===== src/common/rucc_pkg.sv =====
// constants and types for the remote update configuration control block
// assumes a 32-bit AXI4-Lite register bus with byte addresses
package rucc_pkg;

   // ------------------------------------------------------------
   // register map
   // ------------------------------------------------------------
   localparam int unsigned ADDR_W = 8;
   localparam logic [7:0] OFS_CTRL = 8'h00;
   localparam logic [7:0] OFS_NEXT = 8'h04;
   localparam logic [7:0] OFS_WDT = 8'h08;
   localparam logic [7:0] OFS_KICK = 8'h0c;
   localparam logic [7:0] OFS_STATUS = 8'h10;
   localparam logic [7:0] OFS_MASK = 8'h14;

   // ------------------------------------------------------------
   // field positions
   // ------------------------------------------------------------
   localparam int unsigned CTRL_GO_BIT = 0;
   localparam int unsigned NEXT_WDEN_BIT = 3;
   localparam int unsigned ST_LOADERR_BIT = 0;
   localparam int unsigned ST_WDOG_BIT = 1;
   localparam int unsigned ST_EXTREQ_BIT = 2;
   localparam int unsigned ST_FACTORY_BIT = 8;
   localparam int unsigned ST_USER_BIT = 9;
   localparam int unsigned ST_REMOTE_BIT = 10;
   localparam int unsigned ST_PASYNC_BIT = 11;
   localparam int unsigned ST_PAGE_LSB = 12;
   localparam int unsigned NUM_EVENTS = 3;

   // ------------------------------------------------------------
   // pages, widths and reset values
   // ------------------------------------------------------------
   localparam int unsigned PAGE_W = 3;
   localparam logic [2:0] FACTORY_PAGE = 3'h0;
   localparam int unsigned WD_W = 24;
   localparam logic [23:0] WDT_RST = 24'hff_ffff;
   localparam logic [3:0] NEXT_RST = 4'h1;
   localparam logic [2:0] MASK_RST = 3'h0;
   localparam logic [1:0] RESP_OKAY = 2'h0;
   localparam logic [1:0] RESP_SLVERR = 2'h2;

   typedef enum logic [1:0] {
      ST_IDLE = 2'b00,
      ST_LOAD = 2'b01,
      ST_USER = 2'b10
   } rucc_state_e;

endpackage


===== src/logic/rucc_watchdog.sv =====
// user watchdog counter for application images
// assumes kick and run are synchronous to aclk
`timescale 1ns/1ps
`default_nettype none
module rucc_watchdog #(
   parameter int unsigned CNT_W = 24
) (
   input wire logic aclk,
   input wire logic aresetn,
   input wire logic run,
   input wire logic kick,
   input wire logic [CNT_W-1:0] limit,
   output logic expired
);

   logic [CNT_W-1:0] cnt_q;

   // counts while running; a kick or a stop starts it over
   always_ff @(posedge aclk) begin
      if (!aresetn) begin
         cnt_q <= '0;
         expired <= 1'b0;
      end else begin
         expired <= 1'b0;
         if (!run || kick) begin
            cnt_q <= '0;
         end else if (cnt_q == limit) begin
            expired <= 1'b1;
            cnt_q <= '0;
         end else begin
            cnt_q <= cnt_q + 1'b1;
         end
      end
   end

endmodule
`default_nettype wire


===== src/logic/rucc_top.sv =====
// remote update configuration control: image sequencing, watchdog,
// status and AXI4-Lite registers
// assumes a paged configuration memory that answers load_start with
// a one-cycle load_done or load_error pulse
//
// Contract
// - remote mode power-up loads the factory page 000 first
// - a failed application load falls back to the factory image in remote mode; in local mode the local page is loaded again
// - watchdog timeout is recorded in status, then factory image loads
// - watchdog is held disabled while the factory image is active
// - application load error cause goes to status, then factory image loads in remote mode, or the local page reloads in local mode
// - a clean application load enters user mode
// - next register selects any of seven application pages
// - local mode loads the single application directly at power-up
// - parallel async load strap is only sampled and reported in status; no load type is selected
// - chain-enable out of one device drives chain-enable in of next
`timescale 1ns/1ps
`default_nettype none
module rucc_top
   import rucc_pkg::*;
#(
   parameter logic [2:0] LOCAL_PAGE = 3'h1
) (
   input wire logic aclk,
   input wire logic aresetn,
   input wire logic [ADDR_W-1:0] s_axi_awaddr,
   input wire logic s_axi_awvalid,
   output logic s_axi_awready,
   input wire logic [31:0] s_axi_wdata,
   input wire logic [3:0] s_axi_wstrb,
   input wire logic s_axi_wvalid,
   output logic s_axi_wready,
   output logic [1:0] s_axi_bresp,
   output logic s_axi_bvalid,
   input wire logic s_axi_bready,
   input wire logic [ADDR_W-1:0] s_axi_araddr,
   input wire logic s_axi_arvalid,
   output logic s_axi_arready,
   output logic [31:0] s_axi_rdata,
   output logic [1:0] s_axi_rresp,
   output logic s_axi_rvalid,
   input wire logic s_axi_rready,
   input wire logic remote_mode,
   input wire logic parallel_async_load,
   input wire logic reconfigure_request_n,
   input wire logic chain_enable_in,
   output logic chain_enable_out,
   output logic [PAGE_W-1:0] cfg_page,
   output logic cfg_load_start,
   input wire logic cfg_load_done,
   input wire logic cfg_load_error,
   output logic user_mode,
   output logic factory_active,
   output logic irq
);

   // ------------------------------------------------------------
   // declarations
   // ------------------------------------------------------------
   rucc_state_e state_q;
   logic remote_q;
   logic pasync_q;
   logic wd_arm_q;
   logic [WD_W-1:0] wd_limit_q;
   logic [WD_W-1:0] wdt_q;
   logic [PAGE_W-1:0] next_page_q;
   logic next_wden_q;
   logic [NUM_EVENTS-1:0] status_q;
   logic [NUM_EVENTS-1:0] mask_q;
   logic [NUM_EVENTS-1:0] event_set;
   logic [NUM_EVENTS-1:0] event_clr;
   logic [ADDR_W-1:0] awaddr_q;
   logic [31:0] wdata_q;
   logic [3:0] wstrb_q;
   logic wr_fire;
   logic [31:0] wr_bits;
   logic go;
   logic kick;
   logic wd_expired;
   logic wd_run;
   logic load_fail;
   logic [31:0] rd_word;
   logic rd_hit;

   // ------------------------------------------------------------
   // axi4-lite write channel
   // ------------------------------------------------------------
   // address and data are each taken once; the write happens when
   // both are held and no response is pending
   assign wr_fire = !s_axi_awready && !s_axi_wready && !s_axi_bvalid;

   always_ff @(posedge aclk) begin
      if (!aresetn) begin
         s_axi_awready <= 1'b1;
         awaddr_q <= '0;
      end else if (s_axi_awvalid && s_axi_awready) begin
         s_axi_awready <= 1'b0;
         awaddr_q <= s_axi_awaddr;
      end else if (s_axi_bvalid && s_axi_bready) begin
         s_axi_awready <= 1'b1;
      end
   end

   always_ff @(posedge aclk) begin
      if (!aresetn) begin
         s_axi_wready <= 1'b1;
         wdata_q <= '0;
         wstrb_q <= '0;
      end else if (s_axi_wvalid && s_axi_wready) begin
         s_axi_wready <= 1'b0;
         wdata_q <= s_axi_wdata;
         wstrb_q <= s_axi_wstrb;
      end else if (s_axi_bvalid && s_axi_bready) begin
         s_axi_wready <= 1'b1;
      end
   end

   always_ff @(posedge aclk) begin
      if (!aresetn) begin
         s_axi_bvalid <= 1'b0;
         s_axi_bresp <= RESP_OKAY;
      end else if (wr_fire) begin
         s_axi_bvalid <= 1'b1;
         case (awaddr_q)
            OFS_CTRL, OFS_NEXT, OFS_WDT, OFS_KICK, OFS_STATUS, OFS_MASK: begin
               s_axi_bresp <= RESP_OKAY;
            end
            default: begin
               s_axi_bresp <= RESP_SLVERR;
            end
         endcase
      end else if (s_axi_bready) begin
         s_axi_bvalid <= 1'b0;
      end
   end

   // bytes not enabled read as zero so fields only see written lanes
   genvar gi;
   generate
      for (gi = 0; gi < 4; gi++) begin : g_lane
         assign wr_bits[gi*8 +: 8] = wstrb_q[gi] ? wdata_q[gi*8 +: 8] : 8'h00;
      end
   endgenerate

   assign go = wr_fire && (awaddr_q == OFS_CTRL) && wr_bits[CTRL_GO_BIT];
   assign kick = wr_fire && (awaddr_q == OFS_KICK) && (wstrb_q != 4'h0);

   // ------------------------------------------------------------
   // software registers
   // ------------------------------------------------------------
   always_ff @(posedge aclk) begin
      if (!aresetn) begin
         next_page_q <= NEXT_RST[PAGE_W-1:0];
         next_wden_q <= NEXT_RST[NEXT_WDEN_BIT];
      end else if (wr_fire && awaddr_q == OFS_NEXT && wstrb_q[0]) begin
         next_page_q <= wdata_q[PAGE_W-1:0];
         next_wden_q <= wdata_q[NEXT_WDEN_BIT];
      end
   end

   always_ff @(posedge aclk) begin
      if (!aresetn) begin
         wdt_q <= WDT_RST;
      end else if (wr_fire && awaddr_q == OFS_WDT) begin
         for (int i = 0; i < 3; i++) begin
            if (wstrb_q[i]) begin
               wdt_q[i*8 +: 8] <= wdata_q[i*8 +: 8];
            end
         end
      end
   end

   always_ff @(posedge aclk) begin
      if (!aresetn) begin
         mask_q <= MASK_RST;
      end else if (wr_fire && awaddr_q == OFS_MASK && wstrb_q[0]) begin
         mask_q <= wdata_q[NUM_EVENTS-1:0];
      end
   end

   // ------------------------------------------------------------
   // status and interrupt
   // ------------------------------------------------------------
   assign load_fail = (state_q == ST_LOAD) && cfg_load_error && !cfg_load_done;
   assign event_set[ST_LOADERR_BIT] = load_fail && !factory_active;
   assign event_set[ST_WDOG_BIT] = wd_expired;
   assign event_set[ST_EXTREQ_BIT] = !reconfigure_request_n;
   assign event_clr = (wr_fire && awaddr_q == OFS_STATUS) ?
                      wr_bits[NUM_EVENTS-1:0] : '0;

   // a new event wins over a write-one-to-clear in the same cycle
   always_ff @(posedge aclk) begin
      if (!aresetn) begin
         status_q <= '0;
      end else begin
         status_q <= (status_q & ~event_clr) | event_set;
      end
   end

   always_ff @(posedge aclk) begin
      if (!aresetn) begin
         irq <= 1'b0;
      end else begin
         irq <= |(status_q & mask_q);
      end
   end

   // ------------------------------------------------------------
   // axi4-lite read channel
   // ------------------------------------------------------------
   always_comb begin
      rd_word = 32'h0000_0000;
      rd_hit = 1'b1;
      case (s_axi_araddr)
         OFS_CTRL: begin
            rd_word = 32'h0000_0000;
         end
         OFS_NEXT: begin
            rd_word[PAGE_W-1:0] = next_page_q;
            rd_word[NEXT_WDEN_BIT] = next_wden_q;
         end
         OFS_WDT: begin
            rd_word[WD_W-1:0] = wdt_q;
         end
         OFS_KICK: begin
            rd_word = 32'h0000_0000;
         end
         OFS_STATUS: begin
            rd_word[NUM_EVENTS-1:0] = status_q;
            rd_word[ST_FACTORY_BIT] = factory_active;
            rd_word[ST_USER_BIT] = user_mode;
            rd_word[ST_REMOTE_BIT] = remote_q;
            rd_word[ST_PASYNC_BIT] = pasync_q;
            rd_word[ST_PAGE_LSB +: PAGE_W] = cfg_page;
         end
         OFS_MASK: begin
            rd_word[NUM_EVENTS-1:0] = mask_q;
         end
         default: begin
            rd_hit = 1'b0;
         end
      endcase
   end

   always_ff @(posedge aclk) begin
      if (!aresetn) begin
         s_axi_arready <= 1'b1;
         s_axi_rvalid <= 1'b0;
         s_axi_rdata <= '0;
         s_axi_rresp <= RESP_OKAY;
      end else if (s_axi_arvalid && s_axi_arready) begin
         s_axi_arready <= 1'b0;
         s_axi_rvalid <= 1'b1;
         s_axi_rdata <= rd_word;
         s_axi_rresp <= rd_hit ? RESP_OKAY : RESP_SLVERR;
      end else if (s_axi_rvalid && s_axi_rready) begin
         s_axi_rvalid <= 1'b0;
         s_axi_arready <= 1'b1;
      end
   end

   // ------------------------------------------------------------
   // user watchdog
   // ------------------------------------------------------------
   // never runs for the factory image or outside user mode
   assign wd_run = user_mode && wd_arm_q && !factory_active;

   rucc_watchdog #(
      .CNT_W(WD_W)
   ) u_wdog (
      .aclk(aclk),
      .aresetn(aresetn),
      .run(wd_run),
      .kick(kick),
      .limit(wd_limit_q),
      .expired(wd_expired)
   );

   // ------------------------------------------------------------
   // image load sequencer
   // ------------------------------------------------------------
   // straps are sampled every time the sequence restarts, so a
   // reconfiguration request behaves like a fresh power-up
   always_ff @(posedge aclk) begin
      if (!aresetn) begin
         remote_q <= 1'b1;
         pasync_q <= 1'b0;
      end else if (state_q == ST_IDLE) begin
         remote_q <= remote_mode;
         pasync_q <= parallel_async_load;
      end
   end

   always_ff @(posedge aclk) begin
      if (!aresetn) begin
         state_q <= ST_IDLE;
         cfg_page <= FACTORY_PAGE;
         cfg_load_start <= 1'b0;
         factory_active <= 1'b1;
         user_mode <= 1'b0;
         chain_enable_out <= 1'b0;
         wd_arm_q <= 1'b0;
         wd_limit_q <= WDT_RST;
      end else begin
         cfg_load_start <= 1'b0;
         if (!reconfigure_request_n) begin
            state_q <= ST_IDLE;
            user_mode <= 1'b0;
            chain_enable_out <= 1'b0;
            wd_arm_q <= 1'b0;
         end else begin
            case (state_q)
               ST_IDLE: begin
                  // loading waits for the previous device in the chain
                  if (chain_enable_in) begin
                     state_q <= ST_LOAD;
                     cfg_load_start <= 1'b1;
                     wd_arm_q <= 1'b0;
                     if (remote_mode) begin
                        cfg_page <= FACTORY_PAGE;
                        factory_active <= 1'b1;
                     end else begin
                        cfg_page <= LOCAL_PAGE;
                        factory_active <= 1'b0;
                     end
                  end
               end
               ST_LOAD: begin
                  if (cfg_load_done) begin
                     state_q <= ST_USER;
                     user_mode <= 1'b1;
                     chain_enable_out <= 1'b1;
                  end else if (load_fail) begin
                     cfg_load_start <= 1'b1;
                     if (remote_q) begin
                        cfg_page <= FACTORY_PAGE;
                        factory_active <= 1'b1;
                        wd_arm_q <= 1'b0;
                     end
                  end
               end
               ST_USER: begin
                  if (wd_expired || go) begin
                     state_q <= ST_LOAD;
                     user_mode <= 1'b0;
                     chain_enable_out <= 1'b0;
                     cfg_load_start <= 1'b1;
                     if (!remote_q) begin
                        cfg_page <= LOCAL_PAGE;
                        wd_arm_q <= 1'b0;
                     end else if (factory_active && !wd_expired) begin
                        // factory picked the page and watchdog setup
                        cfg_page <= next_page_q;
                        factory_active <= (next_page_q == FACTORY_PAGE);
                        wd_arm_q <= next_wden_q && (next_page_q != FACTORY_PAGE);
                        wd_limit_q <= wdt_q;
                     end else begin
                        cfg_page <= FACTORY_PAGE;
                        factory_active <= 1'b1;
                        wd_arm_q <= 1'b0;
                     end
                  end
               end
               default: begin
                  state_q <= ST_IDLE;
               end
            endcase
         end
      end
   end

endmodule
`default_nettype wire


===== config.mk =====
export PLATFORM = sky130hd
export DESIGN_NAME = rucc_top
export DESIGN_NICKNAME = d
export VERILOG_FILES = /design/src/common/rucc_pkg.sv /design/src/logic/rucc_watchdog.sv /design/src/logic/rucc_top.sv
export SDC_FILE = /design/constraint.sdc
export NUM_CORES = 1
export LEC_CHECK = 0
export BUFFER_PORTS_ARGS = -buffer_cell sky130_fd_sc_hd__buf_2
export CORE_MARGIN = 2
export CORE_UTILIZATION = 40
export CTS_BUF_LIST = sky130_fd_sc_hd__clkbuf_16
export CTS_CLUSTER_SIZE = 16
export DETAILED_ROUTE_END_ITERATION = 10
export SETUP_SLACK_MARGIN = 0.05
export SLEW_MARGIN = 20
export SYNTH_ARGS = -nofsm -noshare
export SYNTH_HDL_FRONTEND = slang
export SYNTH_HIERARCHICAL = 1
export SYNTH_SLANG_ARGS = --single-unit

===== constraint.sdc =====
create_clock -name aclk -period 2.7 [get_ports aclk]
set_clock_uncertainty 0.1 [all_clocks]
set_input_delay 0.135 -clock aclk [delete_from_list [all_inputs] [get_ports aclk]]
set_output_delay 0.135 -clock aclk [all_outputs]
set_load 0.05 [all_outputs]

==> results_dict.tcl, run 1 <==
set metrics [dict create \
    fin_setup_tns_ps 0 \
    io_pins 114 \
    synth_top_area_share_pct 44.98 \
    cp-end-kind "flop" \
    fin_nets 996 \
    dieArea_sq_um 19120 \
    antenna_left 0 \
    startpoint_type "flop" \
    ys_top_cells_by_count "dfxtp_1 (162), nand2_1 (129), nand3_1 (58)" \
    synth_edf_count 0 \
    vias_per_cell 5.039 \
    rows 49 \
    finalSetupViolCount 0 \
    synth-main-ff-cell "dfxtp_1" \
    worst_hold_path.num_cells 2 \
    die_w_microns 138.3 \
    synth-async-reset-ratio_pct 0 \
    clk_pin_slew_ps 70 \
    cp.arrival_ps 2640 \
    cp_max_fo 24 \
    syn_inst 796 \
    synth_warnings 6 \
    dp_hpwl_microns 12330 \
    grt-ovfl-total 0 \
    antenna_found_initial 0 \
    wl_per_cell_microns 15.35 \
    maxCapViolations 0 \
    cts-root-buf "clkbuf_16" \
    antennaDiodeCount 0 \
    synth_top_cell_by_area "dfxtp_1" \
    cts_inserted_buffers 17 \
    finalHoldViolCount 0 \
    grt_max_degree 74 \
    clk_latency_ps 430 \
    syn_area_per_cell_sq_um 9.059 \
    relSlewSlack_pct 34.83 \
    ys_types 58 \
    grt_usage_pct 18.69 \
    post-route-drc-count 0 \
    reg2reg_from "state_q[0]$_SDFFE_PN0P_" \
    dp_cells 1085 \
    portBuffers 95 \
    cp.required_ps 2970 \
    core_area_sq_um 17840 \
    period_minus_slack_ps 2371 \
    crit_top_cell "nand3_1" \
    gp_congestion 0.7864 \
    worstSetupPathType "flop to flop" \
    r2r_cells 6 \
    placed_area_sq_um 7812 \
    finalWirelength_microns 17890 \
    irDropWorstVdd_v 0.0004487 \
    fillers 1690 \
    final.period_utilization_pct 87.83 \
    die_h_microns 138.3 \
    slew_viol_final 0 \
    fin_area_sq_um 8916 \
    outcome "finished clean" \
    grt_first_pass_wirelength_microns 29020 \
    cts_tree "yes" \
    dr_total_vias 5876 \
    initial_utilization_pct 40.42 \
    rsz0062_at_grt "no" \
    syn-cell-area_sq_um 7211 \
    timing.rr.end "wd_limit_q[0]$_SDFFE_PN1P_" \
    max_freq_mhz 421.7 \
    worstHoldStart "aresetn" \
    critPathSlowestCell "and3_1" \
    place_ws_ps 380.3 \
    hp-class "input port to flop" \
    powerDensity_nw_per_um2 612.0 \
    grt_pass1_vias 5544 \
    ys_top_cells_by_area "dfxtp_1 (45%), nand2_1 (6.7%), mux2i_1 (5.7%)" \
    initialDrtViolationCount 297 \
    path_cells "inv_1, ha_1, and4b_1, and3_1, nand3_1, nand3_1" \
    final_cells 1166 \
    setup_slack_ps 328.5 \
    power.leakage_uw 0.003662 \
    tightest_slew_ps 975.2 \
    max_stage_delay_ps 800 \
    clockBufferDepth 2 \
    seq_area_frac_synth_pct 44.98 \
    drive_gt1_share_pct 17.08 \
    rrSetupSlack_ps 330 \
    clock-sinks 162 \
    synth-seq-cells 162 \
    synth.most_common_cell "dfxtp_1" \
    drtPass1Iterations 4 \
    h-tree-depth 4 \
    whs_endpoint "s_axi_bvalid$_SDFFE_PN0P_" \
    syn_to_final_growth_pct 23.65 \
]
state kept, by name, indices dropped and copies added (netlist names), 3 cells and up:
register	cells
u_wdog/cnt_q	24
awaddr_q	8
cfg_page	3
status_q	3
mask_q	3
wd_limit_q	24
wdata_q	24
wdt_q	24
next_page_q	3
wstrb_q	4
s_axi_rdata	24
how the worst max path moves through the flow:
| stage | cells past startpoint | from | end |
|---|---|---|---|
| 6_report | 6 | state_q[0]$_SDFFE_PN0P_ | wd_limit_q[0]$_SDFFE_PN1P_ |
| 3_3_place_gp | 6 | state_q[0]$_SDFFE_PN0P_ | wd_limit_q[14]$_SDFFE_PN1P_ |
| 3_5_place_dp | 6 | state_q[0]$_SDFFE_PN0P_ | wd_limit_q[0]$_SDFFE_PN1P_ |
| 4_1_cts | 6 | state_q[0]$_SDFFE_PN0P_ | wd_limit_q[0]$_SDFFE_PN1P_ |
| 5_1_grt | 6 | state_q[0]$_SDFFE_PN0P_ | wd_limit_q[0]$_SDFFE_PN1P_ |
| 2_1_floorplan | 8 | s_axi_bvalid$_SDFFE_PN0P_ | u_wdog/cnt_q[13]$_SDFF_PP0_ |
metrics by stage:
step	power, uW	utilization (%)	hold slack (ps)
2_1_floorplan	2813	-	143.0
3_3_place_gp	2933	43.79	288.9
3_5_place_dp	2934	43.79	295.0
4_1_cts	5501	49.98	8.786
5_1_grt	5638	49.98	32.32
6_report	5456	49.98	13.81
power breakdown:
part / leakage [uW] / internal, uW / switching (uW)
logic: 0.00204 / 183 / 264
registers: 0.00132 / 2440 / 51.0
clock network: 0.000304 / 1410 / 1110
total: 0.00366 / 4040 / 1420
cell families after synthesis:
logic type / synth area share [%]
simple gates: 24.83
flops: 44.98
compound gates: 13.20
buf+inv: 4.286
xor+xnor: 5.587
mux: 5.848
fa+ha+maj: 1.215
other cells: 0.05201
area by class of cell:
cell class | count | area (sq um) | share of cell area, %
flip-flops and latches | 162 | 3243 | 36.37
inverters | 8 | 30.03 | 0.3368
multi-input cells | 580 | 3692 | 41.41
clock buffers | 17 | 425.4 | 4.771
well taps | 229 | 286.5 | 3.214
repair buffers | 155 | 1051 | 11.79
clock inverters | 15 | 187.7 | 2.105
cells in the final DEF, fill, tap and decap left out, drive strengths merged, types with 3 or more instances in the layout:
master and count:
dfxtp 162, and2 4, nor3 6, inv 18
xor2 24, nand3 58, and4bb 4, a21oi 12
dlygate4sd3 49, mux2i 41, xnor2 22, clkinv 3
nand3b 12, nor2 39, ha 7, a211oi 4
a31oi 4, buf 106, a22oi 20, and3 6
a21boi 41, nor2b 36, nand2b 5, and3b 3
o21ai 37, a22o 7, clkbuf 17, conb 10
nand4 19, nor4 7, nand2 129
what timing repair did:
| action | in CTS | in global routing |
|---|---|---|
| hold buffers | 49 | 0 |
| resized for setup | 0 | 0 |
| buffers inserted | 0 | 0 |
| hold endpoints to repair | 48 | 0 |
| setup endpoints to repair | 0 | 0 |
layer usage:
layer | vias to the layer above | wire [microns] | GRT usage [%]
met5 | - | 0 | 0
met3 | 17 | 510 | 3.152
li1 | 3000 | - | -
met4 | 0 | 246 | 6.122
met1 | 2766 | 8820 | 25.81
met2 | 93 | 8316 | 29.91
worst max-delay path: cells and delay by family, from the launching register on:
| family | cells | cell delay, ps |
|---|---|---|
| fa+ha+maj | 1 | 370 |
| buf+inv | 1 | 100 |
| simple gates | 4 | 1390 |
| flops | 1 | 360 |
Note: power is estimated with default switching activity, not from simulation.
==> run 2: changes to the inputs <==
--- a/config.mk
+++ b/config.mk
@@ -11,6 +11,7 @@
 export CTS_BUF_LIST = sky130_fd_sc_hd__clkbuf_16
 export CTS_CLUSTER_SIZE = 16
 export DETAILED_ROUTE_END_ITERATION = 10
+export RECOVER_POWER = 50
 export SETUP_SLACK_MARGIN = 0.05
 export SLEW_MARGIN = 20
 export SYNTH_ARGS = -nofsm -noshare
==> run 2 against run 1 <==
Effect of this change: register-to-register slack barely moved; via count rose by 0.37%; non-clock buffer count did not move; clock-buffer cell count did not move; wire length rose by 0.34%; highest routed layer unchanged.
==> results_dict.tcl, run 2 (synthesis results as in run 1) <==
set metrics [dict create \
    outcome "finished clean" \
    post_cts_buffers 0 \
    crit_top_cell "nand3_1" \
    maxCapViolations 0 \
    path_cells "inv_1, ha_1, and4b_1, and3_1, nand3_1, nand3_1" \
    startpoint_type "flop" \
    rows 49 \
    placed_area_sq_um 7812 \
    vias_per_cell 5.058 \
    hold_ws_ps 32.16 \
    powerDensity_nw_per_um2 618.3 \
    period_minus_slack_ps 2369 \
    antenna_left 0 \
    finalWirelength_microns 17950 \
    cp_max_fo 24 \
    rsz0062_at_grt "no" \
    cts_inserted_buffers 17 \
    critPathSlowestCell "and3_1" \
    drive_gt1_share_pct 12.06 \
    core_area_sq_um 17840 \
    die_w_microns 138.3 \
    grt_pass1_vias 5544 \
    grt_max_degree 74 \
    fillers 1728 \
    relSlewSlack_pct 13.09 \
    worstSetupPathType "flop to flop" \
    clk_pin_slew_ps 70 \
    post-route-drc-count 0 \
    max_stage_delay_ps 790 \
    finalHoldViolCount 0 \
    cts_tree "yes" \
    finalSetupViolCount 0 \
    clock-sinks 162 \
    timing.rr.end "wd_limit_q[5]$_SDFFE_PN1P_" \
    wl_per_cell_microns 15.40 \
    grt_usage_pct 18.69 \
    crit_end "wd_limit_q[5]$_SDFFE_PN1P_" \
    multi_input_area_sq_um 3649 \
    grt_first_pass_wirelength_microns 29020 \
    regArea_sq_um 3243 \
    io_pins 114 \
    final_cell_mix "dfxtp_1 (162), nand2_1 (129), nand3_1 (58)" \
    irDropWorstVdd_v 0.0004548 \
    slew_viol_final 0 \
    clk_latency_ps 430 \
    reg2reg_from "state_q[0]$_SDFFE_PN0P_" \
    layout_commonest_cell "dfxtp_1" \
    syn_to_final_growth_pct 22.14 \
    rrSetupSlack_ps 330 \
    dr_total_vias 5898 \
    initialDrtViolationCount 273 \
    initial_utilization_pct 40.42 \
    cts-root-buf "clkbuf_16" \
    antenna_found_initial 0 \
    tightest_slew_ps 1304 \
    cp.arrival_ps 2620 \
    antennaDiodeCount 0 \
    portBuffers 95 \
    gp_congestion 0.7864 \
    max_freq_mhz 422.2 \
    startpoint "state_q[0]$_SDFFE_PN0P_" \
    fin_nets 996 \
    h-tree-depth 4 \
    cp-end-kind "flop" \
    fin_area_sq_um 8807 \
    fin_setup_tns_ps 0 \
    hp-class "input port to flop" \
    dieArea_sq_um 19120 \
    clockBufferDepth 2 \
    final_core_util_pct 49.37 \
    drtPass1Iterations 5 \
    dp_hpwl_microns 12330 \
    power.leakage_uw 0.003484 \
    grt-ovfl-total 0 \
    die_h_microns 138.3 \
    r2r_cells 6 \
    final.period_utilization_pct 87.73 \
    cp.required_ps 2950 \
]
## run 2: cell types whose count changed in the layout (fill, tap and decap cells not counted), sizes merged
cell | before | now
clkbuf | 17 | 61
buf | 106 | 62
## run 2: through the flow
stage | setup slack, ps | instances | total power (uW)
after CTS | 366.0 | 1166 | 5501
after detailed placement | 380.3 | 1085 | 2934
final | 331.3 | 1166 | 5446
after global routing | 111.0 | 1166 | 5626
after global placement | 405.1 | 1085 | 2933
after floorplan | 479.9 | 805 | 2813
## run 2: cell type report
| class | instances | share of cell area, % |
|---|---|---|
| well taps | 229 | 3.253 |
| clock inverters | 15 | 2.131 |
| inverters | 8 | 0.3410 |
| flip-flops and latches | 162 | 36.82 |
| repair buffers | 155 | 11.19 |
| multi-input cells | 580 | 41.43 |
| clock buffers | 17 | 4.830 |
## run 2: routing by layer
metal	share of wire, %	vias up	wire, microns	track usage, %
met5	0	-	0	0
met4	1.5	0	268	6.122
met3	2.7	21	491	3.152
met2	46	99	8302	29.91
met1	50	2775	8890	25.81
li1	-	3003	-	-
## run 2: report_power, final
part / leakage [uW] / internal, uW / total, uW / switching, uW
clock: 0.000304 / 1410 / 2520 / 1110
combinational: 0.00186 / 175 / 435 / 260
sequential: 0.00132 / 2440 / 2490 / 49.4
## run 2: worst min path at each step
| stage | from | end | slack [ps] | cells after the start |
|---|---|---|---|---|
| after global routing | s_axi_araddr[7] | s_axi_rresp[1]$_SDFFE_PN0P_ | 50 | 4 |
| after global placement | s_axi_awaddr[6] | awaddr_q[6]$_SDFFE_PN0P_ | 290 | 3 |
| after floorplan | reconfigure_request_n | status_q[2]$_SDFF_PN0_ | 140 | 1 |
| after detailed placement | s_axi_wdata[16] | wdata_q[16]$_SDFFE_PN0P_ | 290 | 3 |
| after CTS | aresetn | s_axi_bvalid$_SDFFE_PN0P_ | 9 | 2 |
| final | chain_enable_in | cfg_load_start$_SDFF_PN0_ | 30 | 3 |
## run 2: critical path: cells and delay by family (launching register included)
family / cells / cell delay [ps]
adders and majority gates: 1 / 370
buffers and inverters: 1 / 100
DFF: 1 / 360
and+or+nand+nor: 4 / 1350
## run 2: repair_timing
action	in CTS	in global routing
hold buffers	49	0
hold endpoints to repair	48	0
resized for setup	0	0
